--- src/core/ddr_init_pkg.sv ---
// Shared constants and types for the memory command link
package ddr_init_pkg;
    localparam int CLK_MHZ        = 100;
    localparam int MRD_NS         = 15;
    localparam int RFC_NS         = 120;
    localparam int RP_NS          = 20;
    localparam int MRD_CYC        = (MRD_NS * CLK_MHZ + 999) / 1000;
    localparam int RFC_CYC        = (RFC_NS * CLK_MHZ + 999) / 1000;
    localparam int RP_CYC         = (RP_NS * CLK_MHZ + 999) / 1000;
    localparam int DLL_LOCK_CYC   = 200;
    localparam int ADDR_W         = 14;
    localparam int DQ_W           = 16;
    localparam int BANKS          = 4;
    localparam int DLL_RESET_BIT  = 8;
    localparam int PRE_ALL_BIT    = 10;
    localparam int BURST_MAX      = 8;
    localparam int RD_TAIL_CYC    = 2;
    localparam int CNT_W          = 9;

    // Command code {cs_n, ras_n, cas_n, we_n}
    typedef enum logic [3:0]
    {
        CMD_MRS   = 4'h0,
        CMD_REF   = 4'h1,
        CMD_PRE   = 4'h2,
        CMD_ACT   = 4'h3,
        CMD_WR    = 4'h4,
        CMD_RD    = 4'h5,
        CMD_NOP   = 4'h7,
        CMD_DESEL = 4'h8
    } cmd_t;

    typedef enum logic [1:0]
    {
        PD_NONE,
        PD_PRECHARGE,
        PD_ACTIVE
    } pd_mode_t;
endpackage

--- src/core/ddr_link_if.sv ---
// Command and data link between controller and memory
`timescale 1ns/1ps
`default_nettype none
interface ddr_link_if;
    import ddr_init_pkg::*;
    logic              cke;
    cmd_t              cmd;
    logic [ADDR_W-1:0] addr;
    logic [1:0]        ba;
    logic [DQ_W-1:0]   dq_c;
    logic              dq_c_oe;
    logic [DQ_W-1:0]   dq_m;
    logic              dq_m_oe;
    logic              lower_byte_strobe_c;
    logic              upper_byte_strobe_c;
    logic              strobe_c_oe;
    logic              lower_byte_strobe_m;
    logic              upper_byte_strobe_m;
    logic              strobe_m_oe;

    modport memory
    (
        input  cke, cmd, addr, ba, dq_c, dq_c_oe,
        input  lower_byte_strobe_c, upper_byte_strobe_c, strobe_c_oe,
        output dq_m, dq_m_oe, lower_byte_strobe_m, upper_byte_strobe_m, strobe_m_oe
    );
    modport controller
    (
        output cke, cmd, addr, ba, dq_c, dq_c_oe,
        output lower_byte_strobe_c, upper_byte_strobe_c, strobe_c_oe,
        input  dq_m, dq_m_oe, lower_byte_strobe_m, upper_byte_strobe_m, strobe_m_oe
    );
endinterface
`default_nettype wire

--- src/core/ddr_ctrl_end.sv ---
`timescale 1ns/1ps
`default_nettype none
module ddr_ctrl_end
#(
    parameter int BURST_LEN   = 4,
    parameter bit SECOND_LOAD = 1'b1
)
(
    input  wire logic                          clk,
    input  wire logic                          arst_n,
    ddr_link_if.controller                     link,
    input  wire logic [ddr_init_pkg::ADDR_W-1:0] mode_value,
    input  wire logic                          refresh_first,
    input  wire logic                          freq_change,
    input  wire logic                          pd_req,
    input  wire logic                          rd_req,
    input  wire logic                          wr_req,
    input  wire logic [ddr_init_pkg::DQ_W-1:0] wr_word,
    output logic                               rd_ack,
    output logic                               wr_ack,
    output logic                               init_done,
    output logic                               in_power_down
);
    import ddr_init_pkg::*;

    initial
    begin
        if (BURST_LEN < 2 || BURST_LEN > BURST_MAX)
            $error("BURST_LEN out of range");
    end

    typedef enum
    {
        S_PRE,
        S_REF1,
        S_REF2,
        S_MRS,
        S_MRS2,
        S_IDLE,
        S_PD
    } state_t;

    state_t           state_reg;
    logic [CNT_W-1:0] wait_reg;
    logic [CNT_W-1:0] lock_reg;
    logic [3:0]       burst_reg;
    logic             loaded_reg;
    logic             wr_burst_reg;

    logic ready;
    // Commands wait one edge after clock enable rises; the memory ignores the exit edge
    assign ready  = wait_reg == '0 && (link.cke || state_reg == S_PD);
    assign rd_ack = state_reg == S_IDLE && ready && burst_reg == 4'h0 && rd_req && lock_reg == '0;
    assign wr_ack = state_reg == S_IDLE && ready && burst_reg == 4'h0 && wr_req && !rd_ack;

    // Init order; refresh may come before or after the load
    always_ff @(posedge clk or negedge arst_n)
    begin
        if (!arst_n)
        begin
            state_reg  <= S_PRE;
            loaded_reg <= 1'b0;
        end
        else if (ready)
        begin
            case (state_reg)
                S_PRE:  state_reg <= refresh_first ? S_REF1 : S_MRS;
                S_REF1: state_reg <= S_REF2;
                S_REF2: state_reg <= loaded_reg ? (SECOND_LOAD ? S_MRS2 : S_IDLE) : S_MRS;
                S_MRS:
                begin
                    loaded_reg <= 1'b1;
                    state_reg  <= refresh_first ? (SECOND_LOAD ? S_MRS2 : S_IDLE) : S_REF1;
                end
                S_MRS2: state_reg <= S_IDLE;
                S_IDLE:
                begin
                    if (freq_change)
                        state_reg <= S_MRS;
                    else if (pd_req && burst_reg == 4'h0 && !rd_req && !wr_req)
                        state_reg <= S_PD;
                end
                S_PD:   if (!pd_req) state_reg <= S_IDLE;
                default: state_reg <= S_PRE;
            endcase
        end
    end

    // Delay per command; only NOP issued while counting
    always_ff @(posedge clk or negedge arst_n)
    begin
        if (!arst_n)
            wait_reg <= '0;
        else if (wait_reg != '0)
            wait_reg <= wait_reg - CNT_W'(1);
        else if (ready)
            case (state_reg)
                S_PRE:         wait_reg <= CNT_W'(RP_CYC - 1);
                S_REF1, S_REF2: wait_reg <= CNT_W'(RFC_CYC - 1);
                S_MRS, S_MRS2: wait_reg <= CNT_W'(MRD_CYC - 1);
                default:       wait_reg <= '0;
            endcase
    end

    always_ff @(posedge clk or negedge arst_n)
    begin
        if (!arst_n)
            lock_reg <= '0;
        else if (ready && state_reg == S_MRS)
            lock_reg <= CNT_W'(DLL_LOCK_CYC);
        else if (lock_reg != '0)
            lock_reg <= lock_reg - CNT_W'(1);
    end

    always_ff @(posedge clk or negedge arst_n)
    begin
        if (!arst_n)
        begin
            burst_reg    <= 4'h0;
            wr_burst_reg <= 1'b0;
        end
        else if (rd_ack || wr_ack)
        begin
            // Read data drains after the memory's own delay; hold off power-down till then
            burst_reg    <= wr_ack ? 4'(BURST_LEN) : 4'(BURST_LEN + RD_TAIL_CYC);
            wr_burst_reg <= wr_ack;
        end
        else if (burst_reg != 4'h0)
            burst_reg <= burst_reg - 4'h1;
    end

    // Command drive; clock enable high outside power-down, rising one cycle after the state leaves S_PD
    always_ff @(posedge clk or negedge arst_n)
    begin
        if (!arst_n)
        begin
            link.cke  <= 1'b0;
            link.cmd  <= CMD_NOP;
            link.addr <= '0;
            link.ba   <= 2'h0;
        end
        else
        begin
            link.cke  <= !(state_reg == S_PD || (state_reg == S_IDLE && ready && pd_req && burst_reg == 4'h0
                          && !rd_req && !wr_req && !freq_change));
            link.cmd  <= CMD_NOP;
            link.addr <= '0;
            link.ba   <= 2'h0;
            if (ready)
                case (state_reg)
                    S_PRE:
                    begin
                        link.cmd               <= CMD_PRE;
                        link.addr[PRE_ALL_BIT] <= 1'b1;
                    end
                    S_REF1, S_REF2: link.cmd <= CMD_REF;
                    S_MRS:
                    begin
                        link.cmd                 <= CMD_MRS;
                        link.addr                <= mode_value;
                        link.addr[DLL_RESET_BIT] <= 1'b1;
                    end
                    S_MRS2:
                    begin
                        link.cmd                 <= CMD_MRS;
                        link.addr                <= mode_value;
                        link.addr[DLL_RESET_BIT] <= 1'b0;
                    end
                    S_IDLE:
                        if (rd_ack)
                            link.cmd <= CMD_RD;
                        else if (wr_ack)
                            link.cmd <= CMD_WR;
                    default: link.cmd <= CMD_NOP;
                endcase
        end
    end

    // Write data with both byte strobes
    always_ff @(posedge clk or negedge arst_n)
    begin
        if (!arst_n)
        begin
            link.dq_c                <= '0;
            link.dq_c_oe             <= 1'b0;
            link.lower_byte_strobe_c <= 1'b0;
            link.upper_byte_strobe_c <= 1'b0;
            link.strobe_c_oe         <= 1'b0;
        end
        else
        begin
            link.dq_c_oe     <= wr_burst_reg && burst_reg != 4'h0;
            link.strobe_c_oe <= wr_burst_reg && burst_reg != 4'h0;
            link.dq_c        <= wr_word;
            link.lower_byte_strobe_c <= wr_burst_reg && burst_reg != 4'h0 && !link.lower_byte_strobe_c;
            link.upper_byte_strobe_c <= wr_burst_reg && burst_reg != 4'h0 && !link.upper_byte_strobe_c;
        end
    end

    assign init_done     = state_reg == S_IDLE || state_reg == S_PD;
    assign in_power_down = state_reg == S_PD;
endmodule
`default_nettype wire

--- src/flat_wrapper.sv ---
// flat-port wrapper written by rule: the top's interface ports become plain ports
module ddr_ctrl_end_flat import ddr_init_pkg::*;
#(
    parameter int BURST_LEN   = 4,
    parameter bit SECOND_LOAD = 1'b1
)
  (clk, arst_n, mode_value, refresh_first, freq_change, pd_req, rd_req, wr_req, wr_word, rd_ack, wr_ack, init_done, in_power_down, link_cke, link_cmd, link_addr, link_ba, link_dq_c, link_dq_c_oe, link_lower_byte_strobe_c, link_upper_byte_strobe_c, link_strobe_c_oe, link_dq_m, link_dq_m_oe, link_lower_byte_strobe_m, link_upper_byte_strobe_m, link_strobe_m_oe);
  ddr_link_if link_i ();
  input  wire logic clk;
  input  wire logic arst_n;
  input  wire logic [ddr_init_pkg::ADDR_W-1:0] mode_value;
  input  wire logic refresh_first;
  input  wire logic freq_change;
  input  wire logic pd_req;
  input  wire logic rd_req;
  input  wire logic wr_req;
  input  wire logic [ddr_init_pkg::DQ_W-1:0] wr_word;
  output logic rd_ack;
  output logic wr_ack;
  output logic init_done;
  output logic in_power_down;
  output wire logic [$bits(link_i.cke)-1:0] link_cke;
  output wire logic [$bits(link_i.cmd)-1:0] link_cmd;
  output wire logic [$bits(link_i.addr)-1:0] link_addr;
  output wire logic [$bits(link_i.ba)-1:0] link_ba;
  output wire logic [$bits(link_i.dq_c)-1:0] link_dq_c;
  output wire logic [$bits(link_i.dq_c_oe)-1:0] link_dq_c_oe;
  output wire logic [$bits(link_i.lower_byte_strobe_c)-1:0] link_lower_byte_strobe_c;
  output wire logic [$bits(link_i.upper_byte_strobe_c)-1:0] link_upper_byte_strobe_c;
  output wire logic [$bits(link_i.strobe_c_oe)-1:0] link_strobe_c_oe;
  input wire logic [$bits(link_i.dq_m)-1:0] link_dq_m;
  input wire logic [$bits(link_i.dq_m_oe)-1:0] link_dq_m_oe;
  input wire logic [$bits(link_i.lower_byte_strobe_m)-1:0] link_lower_byte_strobe_m;
  input wire logic [$bits(link_i.upper_byte_strobe_m)-1:0] link_upper_byte_strobe_m;
  input wire logic [$bits(link_i.strobe_m_oe)-1:0] link_strobe_m_oe;
  assign link_cke = link_i.cke;
  assign link_cmd = link_i.cmd;
  assign link_addr = link_i.addr;
  assign link_ba = link_i.ba;
  assign link_dq_c = link_i.dq_c;
  assign link_dq_c_oe = link_i.dq_c_oe;
  assign link_lower_byte_strobe_c = link_i.lower_byte_strobe_c;
  assign link_upper_byte_strobe_c = link_i.upper_byte_strobe_c;
  assign link_strobe_c_oe = link_i.strobe_c_oe;
  assign link_i.dq_m = link_dq_m;
  assign link_i.dq_m_oe = link_dq_m_oe;
  assign link_i.lower_byte_strobe_m = link_lower_byte_strobe_m;
  assign link_i.upper_byte_strobe_m = link_upper_byte_strobe_m;
  assign link_i.strobe_m_oe = link_strobe_m_oe;
  ddr_ctrl_end #(.BURST_LEN(BURST_LEN), .SECOND_LOAD(SECOND_LOAD)) u_core (.clk(clk), .arst_n(arst_n), .link(link_i), .mode_value(mode_value), .refresh_first(refresh_first), .freq_change(freq_change), .pd_req(pd_req), .rd_req(rd_req), .wr_req(wr_req), .wr_word(wr_word), .rd_ack(rd_ack), .wr_ack(wr_ack), .init_done(init_done), .in_power_down(in_power_down));
endmodule
--- config.mk ---
export PLATFORM = sky130hd
export DESIGN_NAME = ddr_ctrl_end_flat
export DESIGN_NICKNAME = d
export VERILOG_FILES = /design/src/core/ddr_init_pkg.sv /design/src/core/ddr_link_if.sv /design/src/core/ddr_ctrl_end.sv /design/src/flat_wrapper.sv
export SDC_FILE = /design/constraint.sdc
export NUM_CORES = 1
export LEC_CHECK = 0
export ABC_CLOCK_PERIOD_IN_PS = 2150
export BUFFER_PORTS_ARGS = -buffer_cell sky130_fd_sc_hd__buf_4
export CORE_MARGIN = 2
export CORE_UTILIZATION = 44
export CTS_CLUSTER_SIZE = 8
export DETAILED_ROUTE_END_ITERATION = 10
export PLACE_DENSITY_LB_ADDON = 0.3
export RECOVER_POWER = 100
export SETUP_SLACK_MARGIN = 0.02
export SYNTH_ARGS = -nofsm -noshare
export SYNTH_HDL_FRONTEND = slang
export SYNTH_SLANG_ARGS = --single-unit
export TNS_END_PERCENT = 1
--- constraint.sdc ---
create_clock -name clk -period 2.15 [get_ports clk]
set_clock_uncertainty 0.2 [all_clocks]
set_input_delay 0.1075 -clock clk [delete_from_list [all_inputs] [get_ports clk]]
set_output_delay 0.1075 -clock clk [all_outputs]
set_load 0.005 [all_outputs]
* After elaboration in Yosys (flattened, before gate mapping)
Index checks and enable logic that the tools add are counted.
Word-level totals: flip-flop bits (word level) 94, input bits 57, output and inout port bits 45, logic and storage cells 95
Operators by class: add/subtract/negate cells 3, eq/ne operators 11, multiplexer cells 23, reductions and logical operators 45
Operator list (count):
- $pmux 32 s7 | 1
- $eq 32x3->1 const B | 4
- $mux 32 | 3
- $eq 32x2->1 const B | 2
- $eq 32x4->1 const B | 2
- $mux 9 | 4
- $eq 32x1->1 const B | 1
- $logic_not 32->1 | 1
- $pmux 10 s2 | 1
- $logic_and 1x1->1 | 19
- $logic_not 9->1 | 2
- $reduce_bool 9->1 | 2
- $sub 9x1->9 const B | 2
- $mux 4 | 4
- $pmux 4 s4 | 1
- $mux 14 | 1
- $mux 3 | 3
- $pmux 4 s2 | 1
- $logic_not 1->1 | 7
- $mux 2 | 3
- $reduce_bool 2->1 | 3
- $logic_not 4->1 | 1
- $logic_or 1x1->1 | 4
- $reduce_bool 4->1 | 1
- other kinds (8) | 9

* Longest topological paths before layout
Gate-level depths: netlist of run 1.
depth after elaboration 13, mapped depth 8, depth with buffers taken out 7

* Worst setup path after synthesis of run 1
OpenSTA, ideal clock, no wires.
path type reg-to-reg, start point register u_core.burst_reg[0], end point register u_core.state_reg[1], setup time 0.137 ns, arrival 1.732 ns, data required time 1.813 ns, path slack 0.081 ns, cell stages (with the launch flop) 8, buffers on the path 1, period minus slack after synthesis 2.069 ns, cells stage by stage dfrtp_1 -> inv_1 -> ha_1 -> or3b_1 -> buf_2 -> o41a_1 -> o31ai_1 -> o41ai_1
On the way: longest elaborated chain between the ends 6
RTL lines:
- start, declared | RTL line ddr_ctrl_end.sv:46 | logic [3:0] burst_reg;
- start signal, assigned | RTL line ddr_ctrl_end.sv:125 | burst_reg <= wr_ack ? 4'(BURST_LEN) : 4'(BURST_LEN + RD_TAIL_CYC);
- start signal, assigned | RTL line ddr_ctrl_end.sv:129 | burst_reg <= burst_reg - 4'h1;
- $logic_not 4->1 | RTL line ddr_ctrl_end.sv:80 | else if (pd_req && burst_reg == 4'h0 && !rd_req && !wr_req)
- $logic_and 1x1->1 (3 in a row) | RTL line ddr_ctrl_end.sv:80
- $ne 3x2->1 (no line)
- $reduce_and 3->1 (no line)
- end signal, assigned | RTL line ddr_ctrl_end.sv:67 | S_PRE: state_reg <= refresh_first ? S_REF1 : S_MRS;
- end signal, assigned | RTL line ddr_ctrl_end.sv:69 | S_REF2: state_reg <= loaded_reg ? (SECOND_LOAD ? S_MRS2 : S_IDLE) : S_MRS;
- end signal, assigned | RTL line ddr_ctrl_end.sv:73 | state_reg <= refresh_first ? (SECOND_LOAD ? S_MRS2 : S_IDLE) : S_REF1;
- end, declared | RTL line ddr_ctrl_end.sv:43 | state_t state_reg;
Every way passes these cells. A chain may end at the register's enable or synchronous reset.

* Worst setup path in the final report of run 1
start point register u_core.burst_reg[1], end point output rd_ack
On the way: longest elaborated chain between the ends 4
RTL lines:
- $logic_not 4->1 | RTL line ddr_ctrl_end.sv:53 | assign rd_ack = state_reg == S_IDLE && ready && burst_reg == 4'h0 && rd_req && lock_reg == '0;
- $logic_and 1x1->1 (3 in a row) | RTL line ddr_ctrl_end.sv:53
- end, declared | RTL line flat_wrapper.sv:18 | output logic rd_ack;
Every way passes these cells.

==> impl_metrics.py, run 1 <==
metrics = {
    "critical_path": {
        "r2r_start": "u_core.burst_reg[1]",
        "crit_path_end_kind": "primary output",
        "r2r-end": "u_core.state_reg[1]",
        "critPathRequiredTime_ps": 1840,
        "arrival_ps": 1940,
        "worstRegToRegCells": 7,
        "setup.worst_path.class": "reg2out",
        "cp-start-kind": "flip-flop",
        "cp_max_fo": 3,
        "r2r_setup_slack_ps": -30,
    },
    "sta": {
        "worst_pin_slew_ps": 1520,
        "fin_crit_sh_pct": 105,
        "slew_viol_final": 65,
        "setup_viol": 3,
        "layout_min_cycle_time_ps": 2250,
        "finalHoldViolCount": 0,
        "fmax_mhz": 445,
        "fin_ws_ps": -98.7,
        "rsz0062_at_grt": "true",
        "slew_headroom_pct": -1.56,
        "holdWs_ps": 217,
    },
    "clocking": {
        "path_clk_slew_ps": 80,
        "cts_tree": "built",
        "root_buffer": "clkbuf_8",
        "h-tree-depth": 3,
        "cts_buffers": 9,
        "cts_sinks": 64,
        "ctsLongestPathBuffers": 2,
        "clk_latency_ps": 350,
    },
    "pwr": {
        "peakVddDrop_mv": 0.647,
        "p_leak_nw": 2.00,
        "p_total_w": 0.00461,
        "power_density_nw_per_um2": 1100,
    },
    "grt": {
        "grt_pass1_wl_um": 11700,
        "grt_max_degree": 65,
        "antenna_found_initial": 0,
        "grt_usage_pct": 21.2,
        "grt_pass1_vias": 2409,
        "grt_overflow_total": 0,
    },
    "finish": {
        "syn2layout_area_growth_pct": 52.3,
        "fillers": 417,
        "multi_input_area_um2": 1100,
        "reg_top3": "u_core.link.dq_c (16), u_core.link.addr (14)",
        "drive_gt1_share_pct": 35.4,
        "fin_nets": 453,
        "antenna_cells": 0,
        "seq_area_um2": 1610,
        "regMostFlops": "u_core.link.dq_c",
        "final_area_um2": 4190,
        "largest_register_ffs": 16,
    },
    "synthesis": {
        "postSynth.asyncResetShare_pct": 100,
        "yosys.area.top_type": "dfrtp_1",
        "ys_ff_latch": 64,
        "synth_area_um2": 2750,
        "yosysSeqAreaShare_pct": 58.4,
        "synth_ff_type": "dfrtp_1",
        "syn_area_per_cell_um2": 11.0,
        "synthTopCellsByArea": "dfrtp_1 56%, and2_1 3.4%, nor2_1 3.0%, dfstp_2 2.9%, ha_1 2.7%",
        "synth_edf_count": 0,
        "ys_warn_count": 0,
        "synth_cells": 251,
        "synth_cell_types": 50,
        "synth_top_cell_area_share_pct": 55.5,
    },
    "detailed_routing": {
        "totalWireLength_um": 6810,
        "viasPerCell": 5.03,
        "drt-initial-drc-count": 113,
        "antenna_left": 0,
        "wire_per_inst_um": 14.5,
        "drcViolationCount": 0,
        "drt_pass1_iterations": 4,
        "via_count": 2365,
    },
    "job": {
        "drv_cap": 1,
    },
    "die": {
        "die_w_um": 83.0,
        "core_area_um2": 5990,
        "rows": 28,
        "pin_count": 102,
        "die_area_um2": 6900,
        "start_util_pct": 45.9,
        "die_h_um": 83.0,
    },
    "place": {
        "gp_congestion": 0.896,
        "port_buffers": 77,
        "place_area_um2": 3480,
        "dp.final_hpwl_um": 4270,
    },
    "run_status": {
        "status": "finished, violations left",
        "failed_checks": "capacitance limit, slew limit, setup timing",
    },
    "min_path": {
        "hold_depth": 2,
        "hp-start": "wr_word[8]",
        "hold_path.class": "in2reg",
        "whs_endpoint": "u_core.link.dq_c[8]",
    },
}
Yosys cell counts, types with 5 or more instances:
cell	count
dfrtp_1	61
nor2_1	22
nand2_1	18
and2_1	15
inv_1	15
a21oi_1	10
o21ai_0	8
ha_1	6
nand3_1	6
nor3_1	6
buf_4	5
o31ai_1	5
power by group:
part | switching [W] | total (W) | internal (W)
clock | 0.000502 | 0.00107 | 0.000571
sequential | 0.000346 | 0.00185 | 0.00151
combinational | 0.000807 | 0.00168 | 0.000877
total | 0.00166 | 0.00461 | 0.00296
critical path: stages, from the launching register on:
cell and delay [ps]:
dfrtp_1 400, inv_2 80, ha_4 130, or3b_4 400, nor3_4 140, buf_4 150
and4_4 210, buf_6 90
worst max path at each step:
stage / startpoint / to / slack, ps / cells past startpoint
finish: u_core.burst_reg[1] / rd_ack / -100 / 7
global route: u_core.burst_reg[1] / rd_ack / -200 / 7
CTS: u_core.burst_reg[1] / rd_ack / -100 / 7
detailed placement: u_core.burst_reg[0] / rd_ack / 30 / 7
global placement: u_core.burst_reg[0] / rd_ack / 50 / 7
floorplan: u_core.burst_reg[0] / u_core.state_reg[1] / 80 / 7
cell type report:
type                    count  share of cell area [%]
flip-flops and latches     64                    38.4
repair buffers            138                    26.8
multi-input cells         162                    26.4
clock buffers              10                    3.29
well taps                  75                    2.24
clock inverters             6                    1.61
inverters                  15                    1.34
kinds of logic after synthesis:
| family | count (synthesis) | synth area share, % |
|---|---|---|
| mux | 6 | 2.28 |
| buf+inv | 27 | 4.55 |
| fa+ha+maj | 6 | 2.73 |
| compound gates | 45 | 10.9 |
| other cells | 1 | 0.136 |
| simple gates | 94 | 18.5 |
| xor+xnor | 8 | 2.55 |
| flops | 64 | 58.4 |
cells in the final DEF, fill, tap and decap left out, types with 4 or more instances in the layout:
master	netlist	layout
dfrtp_1	61	60
clkbuf_4	0	50
buf_4	5	46
dlygate4sd3_1	0	35
nor2_1	22	21
nand2_1	18	18
and2_1	15	14
inv_1	15	10
a21oi_1	10	10
clkbuf_8	0	10
o21ai_0	8	8
nand3_1	6	6
inv_2	0	5
nor3_1	6	5
o31ai_1	5	5
nand3b_1	4	4
nor4_1	4	4
a31oi_1	4	4
xor2_1	4	4
mux2i_1	4	4
xnor2_1	4	4
clkbuf_1	3	4
stage by stage:
step           instances  setup slack, ps  utilization, %  TNS [ps]
3_3_place_gp         408             47.6            58.2         0
5_1_grt              470             -197            69.9      -706
4_1_cts              470            -95.8            69.8      -191
2_1_floorplan        253             81.3               -         0
3_5_place_dp         408             29.3            58.2         0
6_report             470            -98.7            69.9      -214
routing by layer:
| layer | vias to the layer above | routed length (µm) | global-route usage, % |
|---|---|---|---|
| li1 | 1149 | - | - |
| met1 | 1141 | 3030 | 26.5 |
| met2 | 68 | 3380 | 36.0 |
| met3 | 7 | 327 | 6.56 |
| met4 | 0 | 73 | 4.92 |
| met5 | - | 0 | 0 |
repair_timing:
action,4_1_cts,5_1_grt
setup buffers,11,0
resized for setup,17,6
endpoints found under the setup margin,3,23
hold buffers,35,0
pin swaps,6,1
endpoints found under the hold margin,100,0
No activity file was read; power rests on OpenSTA's default activity.
==> inputs of run 2 (changes only) <==
--- a/config.mk
+++ b/config.mk
@@ -7,7 +7,6 @@
 export LEC_CHECK = 0
 export ABC_CLOCK_PERIOD_IN_PS = 2150
 export BUFFER_PORTS_ARGS = -buffer_cell sky130_fd_sc_hd__buf_4
-export CORE_MARGIN = 2
 export CORE_UTILIZATION = 44
 export CTS_CLUSTER_SIZE = 8
 export DETAILED_ROUTE_END_ITERATION = 10
==> impl_metrics.py, run 2 (synthesis results as in run 1) <==
metrics = {
    "grt": {
        "grt_pass1_vias": 2358,
        "busiest_layer": "met2",
        "grt_usage_pct": 22.7,
        "met1_usage_pct": 26.6,
        "grt_max_degree": 65,
        "grt_pass1_wl_um": 10900,
        "grt_overflow_total": 0,
        "antenna_found_initial": 0,
        "use_met3_pct": 4.16,
        "grt_use_met2_pct": 39.1,
    },
    "finish": {
        "reg_top3": "u_core.link.dq_c (16), u_core.link.addr (14)",
        "fin_nets": 450,
        "antenna_cells": 0,
        "fillers": 421,
        "regMostFlops": "u_core.link.dq_c",
        "drive_gt1_share_pct": 35.5,
        "fin_util_pct": 69.7,
        "syn2layout_area_growth_pct": 51.8,
        "mostFrequentLayoutCells": "60 x dfrtp_1, 53 x clkbuf_4, 41 x buf_4",
        "layout_commonest_cell": "dfrtp_1",
        "largest_register_ffs": 16,
    },
    "sta": {
        "finalHoldViolCount": 0,
        "tns_ps": -471,
        "worst_pin_slew_ps": 1530,
        "setup_viol": 5,
        "fmax_mhz": 435,
        "fin_ws_ps": -151,
        "slew_headroom_pct": -1.99,
        "layout_min_cycle_time_ps": 2300,
        "rsz0062_at_grt": "true",
        "fin_crit_sh_pct": 107,
        "slew_viol_final": 65,
    },
    "clocking": {
        "root_buffer": "clkbuf_8",
        "cts_sinks": 64,
        "cts_buffers": 9,
        "ctsLongestPathBuffers": 2,
        "cts_tree": "built",
        "path_clk_slew_ps": 80,
        "clk_latency_ps": 350,
        "h-tree-depth": 3,
    },
    "critical_path": {
        "crit_chain": "inv_2 > ha_4 > or3b_4 > nor3_4 > and3_4 > and2_4 > buf_6",
        "critPathRequiredTime_ps": 1840,
        "cp-start-kind": "flip-flop",
        "crit_path_end_kind": "primary output",
        "r2r_setup_slack_ps": -100,
        "setup.worst_path.class": "reg2out",
        "crit_slowest_cell": "dfrtp_1",
        "arrival_ps": 1990,
        "worstRegToRegCells": 7,
        "critical_path.max_stage_delay_ps": 410,
        "cp_max_fo": 3,
    },
    "die": {
        "rows": 28,
        "core_area_um2": 5990,
        "start_util_pct": 45.9,
        "die_h_um": 81.0,
        "die_area_um2": 6570,
        "die_w_um": 81.0,
        "pin_count": 102,
    },
    "place": {
        "gp_congestion": 0.894,
        "dp.final_hpwl_um": 4270,
        "dp_slack_ps": -49.9,
        "port_buffers": 77,
    },
    "detailed_routing": {
        "wire_per_inst_um": 14.8,
        "totalWireLength_um": 6890,
        "drt-initial-drc-count": 55,
        "antenna_left": 0,
        "viasPerCell": 5.13,
        "drcViolationCount": 0,
        "via_count": 2396,
        "drt_pass1_iterations": 5,
    },
    "min_path": {
        "hold_depth": 2,
        "hold_path.class": "in2reg",
    },
    "job": {
        "drv_cap": 1,
    },
    "run_status": {
        "failed_checks": "capacitance limit, slew limit, setup timing",
        "status": "finished, violations left",
    },
    "pwr": {
        "peakVddDrop_mv": 0.702,
        "p_leak_nw": 1.99,
        "power_density_nw_per_um2": 1130,
    },
}
[run 2: worst paths after layout]
kind	start	endpoint
min in group asynchronous	arst_n	u_core.wr_burst_reg
max	u_core.burst_reg[1]	wr_ack
max in group asynchronous	arst_n	u_core.state_reg[2]
min reg2reg	u_core.link.lower_byte_strobe_c	u_core.link.lower_byte_strobe_c
max reg2reg	u_core.burst_reg[1]	u_core.state_reg[0]
min	wr_word[6]	u_core.link.dq_c[6]
[run 2: power breakdown]
| part | internal, W | switching, W | leakage [nW] |
|---|---|---|---|
| combinational | 0.000879 | 0.000813 | 1.10 |
| clock | 0.000664 | 0.000506 | 0.110 |
| sequential | 0.00151 | 0.000345 | 0.778 |
[run 2: area by class of cell]
| type | count | area [µm²] | area share (%) |
|---|---|---|---|
| sequential | 64 | 1610 | 38.5 |
| inverter | 15 | 60.1 | 1.44 |
| clock buffer | 9 | 124 | 2.97 |
| timing repair buffer | 135 | 1090 | 26.1 |
| tap | 75 | 93.8 | 2.25 |
| multi-input combinational | 162 | 1100 | 26.3 |
| clock inverter | 7 | 103 | 2.46 |
[run 2: metal layers]
metal  vias up  part of all wire [%]
li1       1147                     -
met1      1153                    41
met2        83                    52
met3        13                   5.7
met4         0                   1.9
met5         -                     0
[run 2: metrics by stage]
stage,total power (W),instance area [µm²],std cells,hold slack (ps)
final,0.00472,4170,467,221
after global routing,0.00504,4170,467,230
after CTS,0.00470,4180,467,202
after detailed placement,0.00329,3470,408,18.1
after global placement,0.00322,3470,408,17.0
after floorplan,0.00276,2760,253,-388
[run 2: critical path, delay by kind of cell (launching register included)]
kind	cells	cell delay, ps
flops	1	410
buf+inv	2	200
fa+ha+maj	1	140
simple gates	4	900
[run 2: timing repair]
action	in CTS	in global routing
pin swaps	6	0
buffers inserted	8	0
resized for setup	21	3
endpoints found under the setup margin	4	11
hold buffers	35	0
hold endpoints to repair	100	0
==> inputs of run 3 (changes only) <==
--- a/config.mk
+++ b/config.mk
@@ -5,7 +5,7 @@
 export SDC_FILE = /design/constraint.sdc
 export NUM_CORES = 1
 export LEC_CHECK = 0
-export ABC_CLOCK_PERIOD_IN_PS = 2150
+export ABC_CLOCK_PERIOD_IN_PS = 1900
 export BUFFER_PORTS_ARGS = -buffer_cell sky130_fd_sc_hd__buf_4
 export CORE_UTILIZATION = 44
 export CTS_CLUSTER_SIZE = 8
==> constraint.sdc (replaced) <==
create_clock -name clk -period 1.9 [get_ports clk]
set_clock_uncertainty 0.2 [all_clocks]
set_input_delay 0.095 -clock clk [delete_from_list [all_inputs] [get_ports clk]]
set_output_delay 0.095 -clock clk [all_outputs]
set_load 0.005 [all_outputs]
==> impl_metrics.py, run 3 (synthesis results as in run 1) <==
metrics = {
    "run_status": {
        "status": "finished, violations left",
        "failed_checks": "capacitance limit, slew limit, setup timing",
    },
    "sta": {
        "fin_crit_sh_pct": 122,
        "worst_pin_slew_ps": 1560,
        "fmax_mhz": 431,
        "layout_min_cycle_time_ps": 2320,
        "finalHoldViolCount": 0,
        "fin_ws_ps": -419,
        "slew_headroom_pct": -4.14,
        "setup_viol": 18,
        "holdWs_ps": 18.8,
        "rsz0062_at_grt": "true",
        "tns_ps": -2340,
        "slew_viol_final": 65,
    },
    "clocking": {
        "cts_buffers": 9,
        "h-tree-depth": 3,
        "cts_sinks": 64,
        "cts_tree": "built",
        "path_clk_slew_ps": 70,
        "clk_latency_ps": 350,
        "ctsLongestPathBuffers": 2,
        "root_buffer": "clkbuf_8",
    },
    "job": {
        "drv_cap": 1,
    },
    "pwr": {
        "peakVddDrop_mv": 0.862,
        "p_leak_nw": 2.13,
        "power_density_nw_per_um2": 1300,
    },
    "grt": {
        "grt_usage_pct": 23.9,
        "grt_max_degree": 65,
        "grt_pass1_vias": 2566,
        "antenna_found_initial": 0,
        "grt_pass1_wl_um": 11600,
        "grt_overflow_total": 0,
    },
    "place": {
        "dp.final_hpwl_um": 4510,
        "dp_slack_ps": -237,
        "gp_congestion": 0.868,
        "port_buffers": 77,
        "dp.cells": 436,
    },
    "detailed_routing": {
        "drt-initial-drc-count": 129,
        "drt_pass1_iterations": 4,
        "viasPerCell": 5.07,
        "top_layer_used": "met4",
        "routed-wl-met3_um": 398,
        "drcViolationCount": 0,
        "antenna_left": 0,
        "m1WireLength_um": 2970,
        "totalWireLength_um": 7450,
        "wire_per_inst_um": 15.2,
        "via_count": 2486,
        "wl_met2_um": 3930,
    },
    "finish": {
        "drive_gt1_share_pct": 40.7,
        "multi_input_area_um2": 1180,
        "reg_top3": "u_core.link.dq_c (16), u_core.link.addr (14)",
        "stdcell_count": 490,
        "antenna_cells": 0,
        "fillers": 409,
        "largest_register_ffs": 16,
        "regMostFlops": "u_core.link.dq_c",
        "fin_nets": 473,
        "mostFrequentLayoutCells": "61 x dfrtp_1, 60 x buf_4, 47 x clkbuf_4",
        "syn2layout_area_growth_pct": 60.8,
        "layout_commonest_cell": "dfrtp_1",
        "seq_area_um2": 1610,
    },
    "critical_path": {
        "arrival_ps": 2020,
        "cp_max_fo": 4,
        "crit_slowest_cell": "dfrtp_1",
        "crit_chain": "inv_2 > ha_4 > or3b_4 > nor3_2 > buf_4 > and3_4 > and2_4 > buf_6",
        "crit_buf_inv": 3,
        "setup.worst_path.class": "reg2out",
        "crit_path_end_kind": "primary output",
        "cp-start-kind": "flip-flop",
        "critical_path.max_stage_delay_ps": 400,
        "crit_family": "simple AND/OR/NAND/NOR gates",
        "critPathRequiredTime_ps": 1600,
    },
    "min_path": {
        "hold_path.class": "in2reg",
    },
    "die": {
        "die_area_um2": 6570,
        "start_util_pct": 45.9,
        "core_area_um2": 5990,
        "pin_count": 102,
        "die_w_um": 81.0,
        "rows": 28,
        "die_h_um": 81.0,
    },
}
## run 3: cell count changes in the layout (fill, tap and decap cells not counted), sizes merged
cell / previous run / this run
buf: 42 / 67
clkbuf: 67 / 66
clkinvlp: 2 / 1
dlygate4sd3: 35 / 34
inv: 16 / 17
## run 3: layer usage
| metal | vias to the layer above | GRT usage, % |
|---|---|---|
| li1 | 1185 | - |
| met1 | 1206 | 26.4 |
| met2 | 79 | 42.4 |
| met3 | 16 | 7.64 |
| met4 | 0 | 9.46 |
| met5 | - | 0 |
## run 3: worst min-delay path, cell delays in order
cell	delay, ps
buf_4	90
nor4bb_1	40
buf_4	130
a31oi_1	150
## run 3: metrics by stage
stage / util (%) / total power, W / area, µm²
after global routing: 73.8 / 0.00610 / 4420
after global placement: 61.5 / 0.00395 / 3680
final: 73.8 / 0.00573 / 4420
after floorplan: - / 0.00312 / 2760
after detailed placement: 61.5 / 0.00405 / 3680
after CTS: 72.5 / 0.00558 / 4350
## run 3: area by class of cell
type,count,share of cell area (%)
well taps,75,2.12
multi-input cells,162,26.7
flip-flops and latches,64,36.3
clock buffers,9,2.80
clock inverters,7,2.32
inverters,15,1.39
repair buffers,158,28.4
## run 3: report_power, final
| part | switching, W | total (W) | internal, W |
|---|---|---|---|
| registers | 0.000332 | 0.00204 | 0.00170 |
| clock network | 0.000588 | 0.00134 | 0.000752 |
| logic | 0.00112 | 0.00236 | 0.00124 |
| total | 0.00204 | 0.00573 | 0.00369 |
## run 3: worst paths after layout
path	startpoint	endpoint	slack, ps	cells after the start
worst max-delay path	u_core.burst_reg[1]	wr_ack	-420	8
worst min-delay path	freq_change	u_core.link.cke	20	4
worst max register to register	u_core.burst_reg[1]	u_core.state_reg[0]	-250	7
worst min register to register	u_core.link.upper_byte_strobe_c	u_core.link.upper_byte_strobe_c	220	1
max in group asynchronous	arst_n	u_core.state_reg[1]	80	2
min in group asynchronous	arst_n	u_core.link.dq_c[0]	470	2
## run 3: timing repair
action                                  4_1_cts  5_1_grt
hold buffers                                 34        0
endpoints found under the setup margin       30       36
setup buffers                                 3        1
endpoints found under the hold margin       100        0
gates resized for setup                      21       24
pin swaps                                     9        5
